==> src/rtl/adc_ctl_pkg.sv <==
// constants for the converter control and status block
// assumes a 32-bit avalon-mm slave with word addressing by byte address
package adc_ctl_pkg;
	// register word indices (printed offsets are not multiples of four:
	// each printed offset is an index, byte address is four times it)
	localparam logic [7:0] IDX_RES_LO = 8'h78;
	localparam logic [7:0] IDX_RES_HI = 8'h79;
	localparam logic [7:0] IDX_CSR_A = 8'h7a;
	localparam logic [7:0] IDX_CSR_B = 8'h7b;
	localparam logic [7:0] IDX_CFG = 8'h7c;
	localparam logic [7:0] IDX_SAMPLE = 8'h7d;
	localparam int ADDR_W = 10;
	// csr_a fields
	localparam int A_ON = 7;
	localparam int A_GO = 6;
	localparam int A_ATE = 5;
	localparam int A_DONE = 4;
	localparam int A_IE = 3;
	// csr_b fields
	localparam int B_BIP = 7;
	localparam int B_RSV = 3;
	localparam logic [7:0] B_WMASK = 8'hf7;
	// cfg register: left_align bit 5, ref select 7:6, channel 4:0
	localparam int C_LAR = 5;
	localparam logic [7:0] RESET_BYTE = 8'h00;
	// conversion lengths in converter clock cycles
	localparam logic [4:0] CONV_FIRST = 5'd25;
	localparam logic [4:0] CONV_NORMAL = 5'd13;
	// trigger select code that means free running
	localparam logic [2:0] TS_FREE = 3'h0;
	// trigger codes: 1 comparator, 2 ext int 0, 3 t1 cmp a,
	// 4 t1 ovf, 5 t1 cmp b, 6 t1 capture, 7 watchdog
	localparam int N_TRIG = 8;
	typedef enum logic [1:0] {
		ST_OFF = 2'b00,
		ST_IDLE = 2'b01,
		ST_CONV = 2'b10
	} conv_state_t;
endpackage

==> src/rtl/adc_ctl.sv <==
// converter control: enable/start, auto trigger, prescaler, result regs
// assumes trigger flags and the analog result arrive from other clock
// domains or pins and are synchronised here; irq_taken is same clock
`timescale 1ns/1ps
`default_nettype none

// Overview of operation
// - clearing converter_on powers down and aborts any running conversion
// - single mode: each write of one to conversion_go starts one conversion, except while one is running
// - free running: conversion_go write starts first, rest follow alone
// - first conversion after enable takes 25 converter clocks, others 13
// - conversion_go reads one while converting; written zero is ignored
// - auto_trigger_on: start on rising edge of the selected trigger
// - done flag sets on every completion; result register updates only when not locked
// - irq raised when done flag, done_irq_enable and global enable are one
// - done flag clears on vector taken or on writing one to it
// - converter clock is system clock divided by 2,2,4,8,...,128
// - after reading low byte, result frozen until high byte read
// - right aligned: bits 9:8 in high byte, 7:0 in low byte
// - left aligned: bits 9:2 in high byte, 1:0 in low byte 7:6
// - unipolar: unsigned 10-bit result, saturated when input negative
// - bipolar: two's complement, 9 magnitude bits plus sign
// - trigger select has no effect while auto_trigger_on is zero
// - switching from a clear source to a set source counts as a rising edge and starts
// - switching to free running code 0 never produces a trigger
// - trigger codes: 0 free run, 1 comparator, 2..7 other flags
// - reference and channel changes apply only after conversion completes
// - left_align_result change alters result presentation immediately
module adc_ctl
	import adc_ctl_pkg::*;
(
	// clock, reset, enable
	input wire logic clk_sys,
	input wire logic rst_n,
	input wire logic clk_en,
	// avalon-mm slave
	input wire logic [adc_ctl_pkg::ADDR_W-1:0] avs_address,
	input wire logic avs_read,
	input wire logic avs_write,
	input wire logic [31:0] avs_writedata,
	input wire logic [3:0] avs_byteenable,
	output logic [31:0] avs_readdata,
	output logic avs_waitrequest,
	output logic [1:0] avs_response,
	// processor side
	input wire logic global_irq_enable,
	input wire logic irq_taken,
	output logic done_irq,
	// trigger flags 1..7 from other blocks (bit 0 unused)
	input wire logic [adc_ctl_pkg::N_TRIG-1:0] trig_flags,
	// analog front end
	input wire logic [9:0] sample_value,
	output logic conv_clk,
	output logic conv_power,
	output logic conv_sample,
	output logic [1:0] ref_select,
	output logic [4:0] channel_select,
	output logic bipolar_mode
);
	import adc_ctl_pkg::*;

	conv_state_t state_q;
	logic [7:0] csr_a_q, csr_b_q, cfg_q, cfg_act_q;
	logic [9:0] result_q;
	logic lock_q, first_q, init_done_q;
	logic [6:0] pre_q;
	logic cclk_q, tick;
	logic [4:0] cyc_q;
	logic [9:0] smp_s1_q, smp_s2_q;
	logic [N_TRIG-1:0] trg_s1_q, trg_s2_q;
	logic trig_sel_q, trig_edge;
	logic go_wr, done_set, complete;
	logic [31:0] rd_d;
	logic acc_q;
	logic [1:0] resp_d;
	logic wr_a, wr_b, wr_c, rd_lo, rd_hi;
	logic [ADDR_W-3:0] idx;
	logic [7:0] wb, hi_b, lo_b;
	logic [7:0] div_mask;
	logic acc_start;

	// bus timing: an access is taken on the first edge that sees read or
	// write, which also latches read data and response; waitrequest then
	// drops for one cycle, and the master still holds its request at the
	// second edge, where writes take effect
	assign idx = avs_address[ADDR_W-1:2];
	assign wb = avs_writedata[7:0];
	assign acc_start = (avs_read || avs_write) && !acc_q;

	// write strobes in the answer cycle; a write without byte lane 0
	// or to an unmapped word changes nothing
	always_comb begin
		wr_a = 1'b0;
		wr_b = 1'b0;
		wr_c = 1'b0;
		if (avs_write && acc_q && avs_byteenable[0]) begin
			unique case (idx)
				IDX_CSR_A: wr_a = 1'b1;
				IDX_CSR_B: wr_b = 1'b1;
				IDX_CFG: wr_c = 1'b1;
				default: begin
					wr_a = 1'b0;
				end
			endcase
		end
	end

	// read strobes on the taking edge, the same edge that captures the
	// data, so the lock and the byte handed out belong together
	always_comb begin
		rd_lo = 1'b0;
		rd_hi = 1'b0;
		if (avs_read && !acc_q) begin
			rd_lo = idx == IDX_RES_LO;
			rd_hi = idx == IDX_RES_HI;
		end
	end

	always_ff @(posedge clk_sys or negedge rst_n) begin
		if (!rst_n) begin
			acc_q <= 1'b0;
			avs_waitrequest <= 1'b1;
			avs_readdata <= 32'h0000_0000;
			avs_response <= 2'b00;
		end else if (clk_en) begin
			// acc_q marks the answer cycle; a held request is not
			// taken twice because acc_q blocks the second edge
			acc_q <= acc_start;
			avs_waitrequest <= !acc_start;
			if (acc_start) begin
				avs_readdata <= rd_d;
				avs_response <= resp_d;
			end
		end
	end

	// result byte presentation, decoded from the stored word on every
	// read so that a change of alignment shows at once, even mid
	// conversion
	always_comb begin
		if (cfg_q[C_LAR]) begin
			hi_b = result_q[9:2];
			lo_b = {result_q[1:0], 6'b00_0000};
		end else begin
			hi_b = {6'b00_0000, result_q[9:8]};
			lo_b = result_q[7:0];
		end
	end

	always_comb begin
		rd_d = 32'h0000_0000;
		resp_d = 2'b00;
		unique case (idx)
			IDX_RES_LO: rd_d[7:0] = lo_b;
			IDX_RES_HI: rd_d[7:0] = hi_b;
			IDX_CSR_A: rd_d[7:0] = csr_a_q;
			IDX_CSR_B: rd_d[7:0] = csr_b_q;
			IDX_CFG: rd_d[7:0] = cfg_q;
			IDX_SAMPLE: rd_d[7:0] = {6'b00_0000, state_q};
			default: resp_d = 2'b10;
		endcase
	end

	// prescaler, idle while converter off
	// the mask gives the number of system clocks per converter clock
	// half period minus one; codes 000 and 001 both toggle every clock
	always_comb begin
		unique case (csr_a_q[2:0])
			3'b000, 3'b001: div_mask = 8'h00;
			3'b010: div_mask = 8'h01;
			3'b011: div_mask = 8'h03;
			3'b100: div_mask = 8'h07;
			3'b101: div_mask = 8'h0f;
			3'b110: div_mask = 8'h1f;
			default: div_mask = 8'h3f;
		endcase
	end
	// one tick per converter clock period, on its falling half
	assign tick = cclk_q && ((pre_q & div_mask[6:0]) == div_mask[6:0]);

	always_ff @(posedge clk_sys or negedge rst_n) begin
		if (!rst_n) begin
			pre_q <= 7'h00;
			cclk_q <= 1'b0;
		end else if (clk_en) begin
			if (!csr_a_q[A_ON]) begin
				pre_q <= 7'h00;
				cclk_q <= 1'b0;
			end else if ((pre_q & div_mask[6:0]) == div_mask[6:0]) begin
				pre_q <= 7'h00;
				cclk_q <= !cclk_q;
			end else begin
				pre_q <= pre_q + 7'd1;
			end
		end
	end

	// synchronisers for off-domain inputs
	// the sample word is only taken at completion, long after it has
	// settled, so a plain two-stage copy of the bus is enough
	always_ff @(posedge clk_sys or negedge rst_n) begin
		if (!rst_n) begin
			trg_s1_q <= '0;
			trg_s2_q <= '0;
			smp_s1_q <= 10'h000;
			smp_s2_q <= 10'h000;
		end else if (clk_en) begin
			trg_s1_q <= trig_flags;
			trg_s2_q <= trg_s1_q;
			smp_s1_q <= sample_value;
			smp_s2_q <= smp_s1_q;
		end
	end

	// selected trigger level; code 0 follows done flag but never edges
	// the level is kept through a select change, so moving from a low
	// source to a high one looks like a rising edge
	always_ff @(posedge clk_sys or negedge rst_n) begin
		if (!rst_n)
			trig_sel_q <= 1'b0;
		else if (clk_en)
			trig_sel_q <= (csr_b_q[2:0] == TS_FREE) ? csr_a_q[A_DONE]
				: trg_s2_q[csr_b_q[2:0]];
	end
	// a select change to a high source yields an edge here when the previously selected level was low
	// free running code never edges from the flag
	assign trig_edge = csr_a_q[A_ATE] && csr_b_q[2:0] != TS_FREE
		&& trg_s2_q[csr_b_q[2:0]] && !trig_sel_q;

	// a start needs the converter on, either already or in this write
	assign go_wr = wr_a && wb[A_GO] && (wb[A_ON] || csr_a_q[A_ON]);
	assign complete = state_q == ST_CONV && tick && cyc_q == 5'd1;
	assign done_set = complete;

	// conversion sequencer
	// cyc_q counts converter clocks left; completion is the last tick
	always_ff @(posedge clk_sys or negedge rst_n) begin
		if (!rst_n) begin
			state_q <= ST_OFF;
			cyc_q <= 5'd0;
			init_done_q <= 1'b0;
		end else if (clk_en) begin
			unique case (state_q)
				ST_OFF: begin
					init_done_q <= 1'b0;
					// enable and start in one write: the first
					// conversion runs its long initialising length
					if (go_wr) begin
						state_q <= ST_CONV;
						cyc_q <= CONV_FIRST;
					end else if (wr_a && wb[A_ON]) begin
						state_q <= ST_IDLE;
					end
				end
				ST_IDLE: begin
					if (go_wr || (trig_edge && csr_a_q[A_ON])) begin
						state_q <= ST_CONV;
						cyc_q <= init_done_q ? CONV_NORMAL : CONV_FIRST;
					end
				end
				default: begin
					if (tick)
						cyc_q <= cyc_q - 5'd1;
					if (complete) begin
						init_done_q <= 1'b1;
						if (csr_a_q[A_ATE] && csr_b_q[2:0] == TS_FREE) begin
							cyc_q <= CONV_NORMAL;
						end else begin
							state_q <= ST_IDLE;
						end
					end
				end
			endcase
			if (wr_a && !wb[A_ON])
				state_q <= ST_OFF;
		end
	end

	// control register a
	always_ff @(posedge clk_sys or negedge rst_n) begin
		if (!rst_n) begin
			csr_a_q <= RESET_BYTE;
		end else if (clk_en) begin
			if (wr_a) begin
				csr_a_q[A_ON] <= wb[A_ON];
				csr_a_q[A_ATE] <= wb[A_ATE];
				csr_a_q[A_IE] <= wb[A_IE];
				csr_a_q[2:0] <= wb[2:0];
			end
			// go mirrors a running conversion; zero writes ignored
			csr_a_q[A_GO] <= (state_q == ST_CONV && !complete) || go_wr
				|| (state_q == ST_IDLE && trig_edge)
				|| (complete && csr_a_q[A_ATE]
				&& csr_b_q[2:0] == TS_FREE);
			if (wr_a && !wb[A_ON])
				csr_a_q[A_GO] <= 1'b0;
			// set wins over a clear in the same cycle
			if (done_set)
				csr_a_q[A_DONE] <= 1'b1;
			else if (irq_taken || (wr_a && wb[A_DONE]))
				csr_a_q[A_DONE] <= 1'b0;
		end
	end

	// control register b and config register
	// cfg_act_q is the copy the front end sees; it only moves between
	// conversions so a running one keeps its reference and channel
	always_ff @(posedge clk_sys or negedge rst_n) begin
		if (!rst_n) begin
			csr_b_q <= RESET_BYTE;
			cfg_q <= RESET_BYTE;
			cfg_act_q <= RESET_BYTE;
		end else if (clk_en) begin
			if (wr_b)
				csr_b_q <= wb & B_WMASK;
			if (wr_c)
				cfg_q <= wb;
			if (state_q != ST_CONV || complete)
				cfg_act_q <= wr_c ? wb : cfg_q;
		end
	end

	// result register with read lock
	// while locked a finished conversion still sets the done flag but
	// its value is dropped; software must read the high byte to unlock
	always_ff @(posedge clk_sys or negedge rst_n) begin
		if (!rst_n) begin
			result_q <= 10'h000;
			lock_q <= 1'b0;
		end else if (clk_en) begin
			if (rd_lo)
				lock_q <= 1'b1;
			else if (rd_hi)
				lock_q <= 1'b0;
			// front end delivers the coded value
			if (complete && !lock_q)
				result_q <= smp_s2_q;
		end
	end

	// outputs
	// every port is registered, so each follows its source one clock
	// late; done_irq in particular lags the flag by one cycle
	always_ff @(posedge clk_sys or negedge rst_n) begin
		if (!rst_n) begin
			done_irq <= 1'b0;
			conv_clk <= 1'b0;
			conv_power <= 1'b0;
			conv_sample <= 1'b0;
			ref_select <= 2'b00;
			channel_select <= 5'h00;
			bipolar_mode <= 1'b0;
		end else if (clk_en) begin
			done_irq <= csr_a_q[A_DONE] && csr_a_q[A_IE]
				&& global_irq_enable;
			conv_clk <= cclk_q;
			conv_power <= csr_a_q[A_ON];
			conv_sample <= state_q == ST_CONV;
			ref_select <= cfg_act_q[7:6];
			channel_select <= cfg_act_q[4:0];
			bipolar_mode <= csr_b_q[B_BIP];
		end
	end
endmodule

`default_nettype wire

==> config.mk <==
export PLATFORM = sky130hd
export DESIGN_NAME = adc_ctl
export DESIGN_NICKNAME = d
export VERILOG_FILES = /design/src/rtl/adc_ctl_pkg.sv /design/src/rtl/adc_ctl.sv
export SDC_FILE = /design/constraint.sdc
export NUM_CORES = 1
export LEC_CHECK = 0
export BUFFER_PORTS_ARGS = -buffer_cell sky130_fd_sc_hd__buf_2
export CORE_MARGIN = 2
export CORE_UTILIZATION = 50
export CTS_CLUSTER_DIAMETER = 50
export DETAILED_ROUTE_END_ITERATION = 8
export PLACE_DENSITY = 0.72
export SETUP_SLACK_MARGIN = 0.3
export SLEW_MARGIN = 40
export SYNTH_ARGS = -nofsm -noshare
export SYNTH_HDL_FRONTEND = slang
export SYNTH_SLANG_ARGS = --single-unit
==> constraint.sdc <==
create_clock -name clk_sys -period 6 [get_ports clk_sys]
set_input_delay 0.3 -clock clk_sys [delete_from_list [all_inputs] [get_ports clk_sys]]
set_output_delay 0.3 -clock clk_sys [all_outputs]
set_load 0.02 [all_outputs]
Word level (Yosys, flattened, before mapping)
Cells that the tools add are included.
{ "totals": {"register_bits": 119, "latch_bits": 0, "ramBits": 0, "romBits": 0, "output_inout_bits": 47, "elab_cells": 159, "memories": 0} }
{ "op_classes": {"n_addsub": 2, "n_mul": 0, "div_mod_pow": 0, "magnitude_cmp": 1, "n_eq_ne": 23, "shift": 0, "mux": 42, "bitwise": 2, "n_reduce_logical": 60} }
{ "ops": {"columns": ["cell", "count"], "rows": [
  ["8-bit by 7-bit == test with 1-bit output (second input constant)", 6],
  ["8-bit one-hot mux with 6 select lines", 1],
  ["6-bit one-hot mux with 6 select lines", 1],
  ["5-bit 2-to-1 mux", 6],
  ["1-bit logical AND", 24],
  ["8-bit 2-to-1 mux", 3],
  ["1-bit 2-to-1 mux", 18],
  ["2-bit AND reduction", 8],
  ["2-bit 2-to-1 mux", 7],
  ["7-bit 2-to-1 mux", 2],
  ["5-bit one-hot mux with 2 select lines", 1],
  ["3-bit == test (second input constant)", 3],
  ["1-bit logical OR", 8],
  ["7-bit by 1-bit adder with 7-bit output (second input constant)", 1],
  ["7-bit bitwise AND", 1],
  ["7-bit == test", 1],
  ["1-bit zero test", 7],
  ["3-bit by 2-bit == test with 1-bit output (second input constant)", 2],
  ["3-bit zero test", 2],
  ["2-bit inequality test (second input constant)", 3],
  ["3-bit AND reduction", 2],
  ["2-bit nonzero test", 3],
  ["6-bit OR reduction", 1],
  ["5-bit by 1-bit == test with 1-bit output (second input constant)", 1],
  ["other kinds (18)", 18]
]} }

Logic depth before layout (Yosys ltp)
Gate-level depths: netlist (run 1).
{ "depth": {"depth_word": 14, "depth_mapped": 7, "depth_no_buf": 7} }

Least setup slack after synthesis (run 1)
Ideal clock, no wire load.
{ "synth_path": {"path_kind": "reg2reg", "from": "reg cyc_q[1]", "to": "reg result_q[0]", "setup_ns": 0.125, "arrival_ns": 1.787, "t_required_ns": 5.875, "path_slack_ns": 4.089, "path_stages_with_launch": 8, "path_buffers": 0, "cell_sequence": "dfrtp_1 -> inv_1 -> ha_1 -> nor4b_2 -> and2_1 -> nand2_1 -> nor3_4 -> mux2_2"} }
{ "synth_via": {"elab_chain_cells": 4} }
{ "synth_lines": {"columns": ["item", "line", "rtl"], "rows": [
  ["start, declared", "adc_ctl.sv:68", "logic [4:0] cyc_q;"],
  ["start signal, assigned", "adc_ctl.sv:258", "cyc_q <= init_done_q ? CONV_NORMAL : CONV_FIRST;"],
  ["start signal, assigned", "adc_ctl.sv:263", "cyc_q <= cyc_q - 5'd1;"],
  ["5-bit by 1-bit == test with 1-bit output", "adc_ctl.sv:232", "assign complete = state_q == ST_CONV && tick && cyc_q == 5'd1;"],
  ["1-bit logical AND", "adc_ctl.sv:232", null],
  ["1-bit logical AND", "adc_ctl.sv:336", "if (complete && !lock_q)"],
  ["2-bit AND reduction (no source line)", null, null],
  ["end signal, assigned", "adc_ctl.sv:337", "result_q <= smp_s2_q;"],
  ["end, declared", "adc_ctl.sv:64", "logic [9:0] result_q;"]
]} }
No other way between the ends.
A chain may end at the register's enable or synchronous reset.

Final worst setup path (run 1)
{ "layout_path": {"from": "reg state_q[1]", "to": "reg result_q[8]"} }
{ "layout_via": {"elab_chain_cells": 5} }
{ "layout_lines": {"columns": ["item", "line", "rtl"], "rows": [
  ["start, declared", "adc_ctl.sv:62", "conv_state_t state_q;"],
  ["start signal, assigned", "adc_ctl.sv:239", "state_q <= ST_OFF;"],
  ["start signal, assigned", "adc_ctl.sv:249", "state_q <= ST_CONV;"],
  ["start signal, assigned", "adc_ctl.sv:252", "state_q <= ST_IDLE;"],
  ["2-bit == test", "adc_ctl.sv:232", null],
  ["1-bit logical AND (2 in series)", "adc_ctl.sv:232", null],
  ["1-bit logical AND", "adc_ctl.sv:336", null],
  ["2-bit AND reduction (no source line)", null, null]
]} }
No other way between the ends.

==> impl_metrics.csv, run 1 <==
group,metric,value,unit
cts,cts_repair_resize_count,0,
synthesis,synth_edf_count,0,
outcome,outcome,"finished clean",
cells_and_area,fillCellCount,923,
cts,clk_pin_slew,0.05,ns
cts,clk_latency_worst_skew_pair,0.41,ns
cells_and_area,fin_nets,625,
cells_and_area,insertedDiodeCount,0,
routing,wl_met2,5830,um
pwr,clkPwrFrac,50.1,%
sta,timing.fmax,425,MHz
sta,finalClockSkew,0.0109,ns
cells_and_area,area_growth_syn_to_layout,16.3,%
pwr,comb_power_share,7.6,%
setup_path,worstPathRequired,6.29,ns
routing,drt-total-wl,12300,um
routing,wire_per_inst,17.5,um
global_routing,number_of_antenna_violations_at_the_first_check_in_global_routing,0,
cts,cts_root_buffer,"clkbuf_16",
global_routing,grt_first_pass_wirelength,20700,um
global_routing,first_global_vias,4117,
setup_path,critical_path_peak_fanout,11,
floorplanning,coreArea,11400,um2
pwr,seqPwrFrac,42.3,%
floorplanning,die-height,112,um
hold_path,hp-start,"sample_value[7]",
place,dp_hpwl,8600,um
routing,remaining_drc_errors,0,
pwr,p_int,1.55,mW
routing,detailroute.wirelength.met3,779,um
cells_and_area,most_common_cell_after_layout_fill_and_taps_aside,"dfrtp_1",
hold_path,worstHoldPathType,"input port to register",
cts,cts_made_buffers,17,
sta,min_period,2.35,ns
setup_path,timing.critical_path.arrival,2.64,ns
place,gp_congestion,0.895,
pwr,total_switching_power,0.461,mW
routing,route.vias.total,4129,
global_routing,grt_use_total,20.7,%
sta,timing.setup.tns,0,ns
cts,postCtsSetupBuffers,0,
sta,worstMarginPinSlew,0.636,ns
routing,first_pass_detailed_route_iteration_total,5,
routing,maxUsedRoutingLayer,"met4",
routing,postRouteAntennaNets,0,
synthesis,synthArstFlopShare,100,%
sta,fin_crit_sh,39.2,%
floorplanning,die-area,12500,um2
pwr,power_per_cell_area,297,nW/um2
synthesis,synth_area_per_cell,11.9,um2
sta,report.final.hold_viol_count,0,
synthesis,synth.yosys.seq_area_share,50.0,%
routing,met1_layer_wirelength_in_the_final_routing,5460,um
sta,timing.final.setup_violations,0,
synthesis,dominant_synthesized_flop_cell,"dfrtp_1",
synthesis,postSynthRegisterBits,116,
pwr,vdd_drop_max,0.190,mV
place,port_buffers,63,
floorplanning,floorplan.initialDensity,51.1,%
sta,whs,0.120,ns
sta,grt_setup_unrepaired,"false",
cells_and_area,final_layout_size_suffix_gt1_share,37.9,%
cts,cts_tree,"built",
synthesis,synth.cell_area,5810,um2
floorplanning,floorplan.rows,39,
cts,cts_hold_buf,1,
setup_path,worstSetupPathType,"register to register",
setup_path,cp-end-kind,"register",
global_routing,grt_start_max_net_pins,78,
cells_and_area,layout_common_cells,"dfrtp_1 (115), mux2_2 (94), buf_2 (62), nand2_1 (26), conb_1 (25)",
routing,avgViaCountPerCell,5.84,
job,cap_violations,0,
setup_path,cp-start-kind,"register",
routing,drt_iter0_drc,269,
cts,tritoncts_num_sinks,116,
setup_path,crit-reg2reg-launch,"state_q[1]",
pwr,cellLeakagePower,3.08,nW
cts,cts_buffer_depth,2,
floorplanning,die_width,112,um
synthesis,ys.warnings.count,0,
synthesis,post_synth_inst_count,488,
setup_path,worst_setup_path_startpoint,"state_q[1]",
global_routing,global_route.overflow_total,0,
cts,htree_levels,4,
floorplanning,i_o_pins,118,
sta,relative_slew_slack,57.6,%
pwr,p_sw_share,23.0,%
synthesis,synth_cell_types,68,
sta,timing.final.max_slew_violations,0,
## logic make-up after synthesis
kind of cell | count (synthesis) | synth area share, %
DFF | 116 | 50.0
other | 1 | 0.0645
buffers and inverters | 56 | 5.49
adders and majority gates | 3 | 0.646
and+or+nand+nor | 113 | 11.6
AOI/OAI and AO/OA | 94 | 12.0
muxes | 105 | 20.2
## registers in the layout (all words and copies together), names as in the netlist, 2 cells and up, named ones only
signal          cells
csr_a_q             8
trg_s1_q            8
result_q           10
trg_s2_q            8
smp_s2_q           10
channel_select      5
smp_s1_q           10
csr_b_q             7
cfg_q               7
cyc_q               5
cfg_act_q           7
ref_select          2
avs_readdata        8
state_q             2
pre_q               6
## power groups by stage
stage / logic [mW] / registers (mW) / clock network (mW)
2_1_floorplan: 0.111 / 0.856 / 0
3_3_place_gp: 0.147 / 0.860 / 0
3_5_place_dp: 0.151 / 0.862 / 0
4_1_cts: 0.153 / 0.849 / 1.02
5_1_grt: 0.168 / 0.854 / 1.06
6_report: 0.152 / 0.849 / 1.01
## cell usage after synthesis (4+ instances only)
cell         n  area share [%]
a21oi_1     13             1.1
a22oi_1      8             1.0
and4b_1      4            0.69
buf_4       26             3.4
clkbuf_1    16             1.0
dfrtp_1    115              50
inv_1       10            0.65
mux2_2      94              18
mux2i_1     10             1.7
nand2_1     26             1.7
nand2b_1     5            0.54
nand3_1     10            0.86
nor2_1      17             1.1
nor2b_1     10             1.1
nor3_1      12             1.0
o211ai_1     4            0.52
o21ai_0     24             2.1
o2bb2ai_1    7             1.1
## per-layer routing
metal  vias up  global-route usage [%]
li1       1897                       -
met1      2049                    28.0
met2       159                    32.0
met3        24                    4.90
met4         0                    9.30
met5         -                       0
## worst max-delay path, cell delays in order (launching register included)
cell and delay, ns:
dfrtp_1 0.59, nor2b_1 0.40, and2_1 0.23, nand2_1 0.13, nor3_4 0.47, mux2_2 0.40
## cell type report
type | instances | area [um2] | area share [%]
Clock buffer | 18 | 439 | 6.49
Clock inverter | 14 | 160 | 2.37
Inverter | 10 | 37.5 | 0.555
Multi-Input combinational cell | 340 | 2690 | 39.8
Sequential cell | 116 | 2900 | 42.9
Tap cell | 143 | 179 | 2.65
Timing Repair Buffer | 66 | 350 | 5.18
## final timing paths
| check | cells past startpoint | endpoint | slack, ns |
|---|---|---|---|
| worst max-delay path | 5 | result_q[8] | 3.65 |
| worst min-delay path | 2 | smp_s1_q[7] | 0.12 |
| worst max register to register | 5 | result_q[8] | 3.65 |
| worst min register to register | 2 | avs_readdata[4] | 0.49 |
| max in group asynchronous | 3 | done_irq | 4.52 |
| min in group asynchronous | 2 | smp_s1_q[4] | 0.47 |
## per-stage QoR
step	power (mW)	setup slack [ns]	util (%)	area, um2	instances
after global routing	2.08	3.51	59.5	6760	707
after floorplan	0.967	4.09	-	5900	512
after CTS	2.03	3.46	59.4	6750	707
after global placement	1.01	3.05	53.9	6130	674
after detailed placement	1.01	3.05	54.0	6140	674
final	2.01	3.65	59.5	6760	707
(Power assumes the default switching activity.)
==> inputs of run 2 (changes only) <==
Settings changed: ABC_AREA from default to 1.
Clock period 6 ns to 2.3 ns, I/O delays scaled along.
==> run 2 against run 1 <==
First-iteration DRC count grew 3.3%; critical path type unchanged; critical endpoint is now cfg_act_q[2]; clock skew shrank 0.0039 ns; power grew to 3.2 times the previous value; largest cell class unchanged.
==> impl_metrics.csv, run 2 <==
group,metric,value,unit
place,dp_hpwl,8990,um
place,detailedPlace.worstSlack,0.359,ns
cells_and_area,insertedDiodeCount,0,
setup_path,critical_path_peak_fanout,9,
outcome,outcome,"finished clean",
setup_path,worst-r2r-setup-slack,0.45,ns
pwr,power_per_cell_area,899,nW/um2
synthesis,post-synth-top-count-cell,"nand2_1",
setup_path,reg2reg_to,"cfg_act_q[2]",
sta,min_period,1.85,ns
setup_path,critical-path-top-cell-by-count,"nand3_2",
cells_and_area,final_layout_size_suffix_gt1_share,19.6,%
sta,timing.final.max_slew_violations,0,
floorplanning,floorplan.initialDensity,51.1,%
floorplanning,floorplan.rows,39,
setup_path,worstPathRequired,2.65,ns
pwr,cellLeakagePower,3.57,nW
cts,tritoncts_num_sinks,116,
global_routing,grt_start_max_net_pins,56,
place,port_buffers,63,
routing,avgViaCountPerCell,5.07,
sta,timing.setup.tns,0,ns
routing,met1_layer_wirelength_in_the_final_routing,5800,um
floorplanning,die-height,112,um
routing,drt-total-wl,13400,um
synthesis,dominant_synthesized_flop_cell,"dfrtp_1",
synthesis,post_synth_inst_count,714,
sta,fin_crit_sh,80.2,%
sta,whs,0.0270,ns
sta,final.setup.worst_slack,0.454,ns
setup_path,max_stage_delay,0.40,ns
synthesis,synth.yosys.seq_area_share,49.8,%
setup_path,setup.worst_path.end,"cfg_act_q[2]",
hold_path,worstHoldPathType,"input port to register",
routing,detailroute.wirelength.met3,614,um
global_routing,number_of_antenna_violations_at_the_first_check_in_global_routing,0,
floorplanning,i_o_pins,118,
cells_and_area,layout_common_cells,"nand2_1 (236), dfrtp_1 (115), inv_1 (80), buf_2 (62), o21ai_0 (51)",
routing,postRouteAntennaNets,0,
place,placed_instances,902,
cts,postCtsSetupBuffers,0,
setup_path,cp-start-kind,"register",
synthesis,synthDominantAreaCellType,"dfrtp_1",
synthesis,synthArstFlopShare,100,%
synthesis,synth.cell_area,5830,um2
setup_path,critical_path_slowest_stage_cell,"dfrtp_1",
cells_and_area,fin_nets,878,
synthesis,postSynthRegisterBits,116,
cts,clk_pin_slew,0.06,ns
floorplanning,die-area,12500,um2
global_routing,grt_use_total,22.4,%
pwr,vdd_drop_max,0.515,mV
routing,wl_met2,6720,um
pwr,post-layout-total-power,6.34,mW
sta,worstMarginPinSlew,0.602,ns
routing,wire_per_inst,14.0,um
cts,cts_made_buffers,17,
sta,relative_slew_slack,59.9,%
cells_and_area,area_growth_syn_to_layout,20.9,%
synthesis,ys.warnings.count,0,
cells_and_area,most_common_cell_after_layout_fill_and_taps_aside,"nand2_1",
synthesis,post_synth_main_area_contributors,"dfrtp_1 (49%), nand2_1 (15%), inv_1 (5.1%), o21ai_0 (4.4%), buf_4 (3.3%)",
sta,finalClockSkew,0.00707,ns
place,gp_congestion,0.915,
global_routing,grt_first_pass_wirelength,22300,um
cts,cts_tree,"built",
cts,cts_buffer_depth,2,
cells_and_area,layout_top_registers,"result_q x10, smp_s1_q x10, smp_s2_q x10",
floorplanning,coreArea,11400,um2
sta,grt_setup_unrepaired,"false",
setup_path,cp-end-kind,"register",
cells_and_area,final_cell_count_no_fill,960,
routing,remaining_drc_errors,0,
global_routing,global_route.overflow_total,0,
sta,timing.fmax,542,MHz
setup_path,timing.critical_path.arrival,2.20,ns
job,cap_violations,0,
synthesis,synth_commonest_cells,"nand2_1 (236), dfrtp_1 (115), inv_1 (80)",
synthesis,synth_edf_count,0,
cts,cts_root_buffer,"clkbuf_16",
setup_path,r2r_cells,10,
sta,timing.final.setup_violations,0,
floorplanning,die_width,112,um
synthesis,synth_cell_types,46,
setup_path,crit_path_cell_trace,"inv_1 -> ha_1 -> nand3_2 -> nor2_4 -> nand4_4 -> nand3_2 -> nand2_2 -> inv_4 -> o211ai_1 -> nand2_1",
setup_path,crit-reg2reg-launch,"cyc_q[1]",
routing,drt_iter0_drc,278,
cts,htree_levels,4,
routing,maxUsedRoutingLayer,"met4",
cts,clk_latency_worst_skew_pair,0.42,ns
setup_path,worstSetupPathType,"register to register",
global_routing,first_global_vias,4659,
sta,report.final.hold_viol_count,0,
setup_path,worst_setup_path_startpoint,"cyc_q[1]",
routing,first_pass_detailed_route_iteration_total,5,
synthesis,synth_area_per_cell,8.17,um2
routing,route.vias.total,4870,
synthesis,synth_top_area_share,49.3,%
run 2: final cells by class:
class / count / area [um2]
well taps: 143 / 179
flip-flops and latches: 116 / 2900
inverters: 92 / 353
fillers: 993 / 4370
clock buffers: 18 / 439
multi-input cells: 483 / 2370
clock inverters: 14 / 179
repair buffers: 94 / 628
run 2: cells by family after synthesis:
group	Yosys count	share of synthesized area (%)
and+or+nand+nor	338	26.0
AOI/OAI and AO/OA	110	11.3
DFF	116	49.8
muxes	1	0.172
xor gates and xnor gates	6	0.901
adders and majority gates	3	0.643
other	1	0.0643
buffers and inverters	139	11.2
run 2: worst min-delay path by stage:
stage	start	endpoint	slack, ns	cells after the start
2_1_floorplan	rst_n	async pin	-0.18	0
3_3_place_gp	rst_n	pre_q[4]	0.15	1
3_5_place_dp	rst_n	pre_q[2]	0.16	1
4_1_cts	avs_read	lock_q	0.02	3
5_1_grt	avs_read	lock_q	0.05	3
6_report	avs_read	lock_q	0.03	3
run 2: through the flow:
step	utilization, %	instance area, um2
after floorplan	-	5920
after global placement	54.0	6170
after detailed placement	54.0	6170
after CTS	61.7	7050
after global routing	61.8	7050
final	61.8	7050
run 2: worst max-delay path: cells and delay by family, from the launching register on:
family,cells,cell delay (ns)
AOI/OAI and AO/OA,1,0.14
adders and majority gates,1,0.18
DFF,1,0.40
and+or+nand+nor,6,0.77
buffers and inverters,2,0.26
run 2: timing repair:
action / 4_1_cts / 5_1_grt
resized for setup: 0 / 2
endpoints found under the setup margin: 0 / 12
hold endpoints to repair: 70 / 0
hold buffers: 26 / 0
run 2: routing by layer:
layer,up-vias,track usage [%]
met2,147,37.2
met4,0,8.29
met3,21,4.91
li1,2393,-
met1,2309,29.1
met5,-,0
run 2: power by group:
group	switching, mW	total [mW]	internal, mW	leakage, nW
Combinational	0.730	1.13	0.396	1.85
Sequential	0.192	2.49	2.30	1.43
Clock	0.985	2.73	1.74	0.293
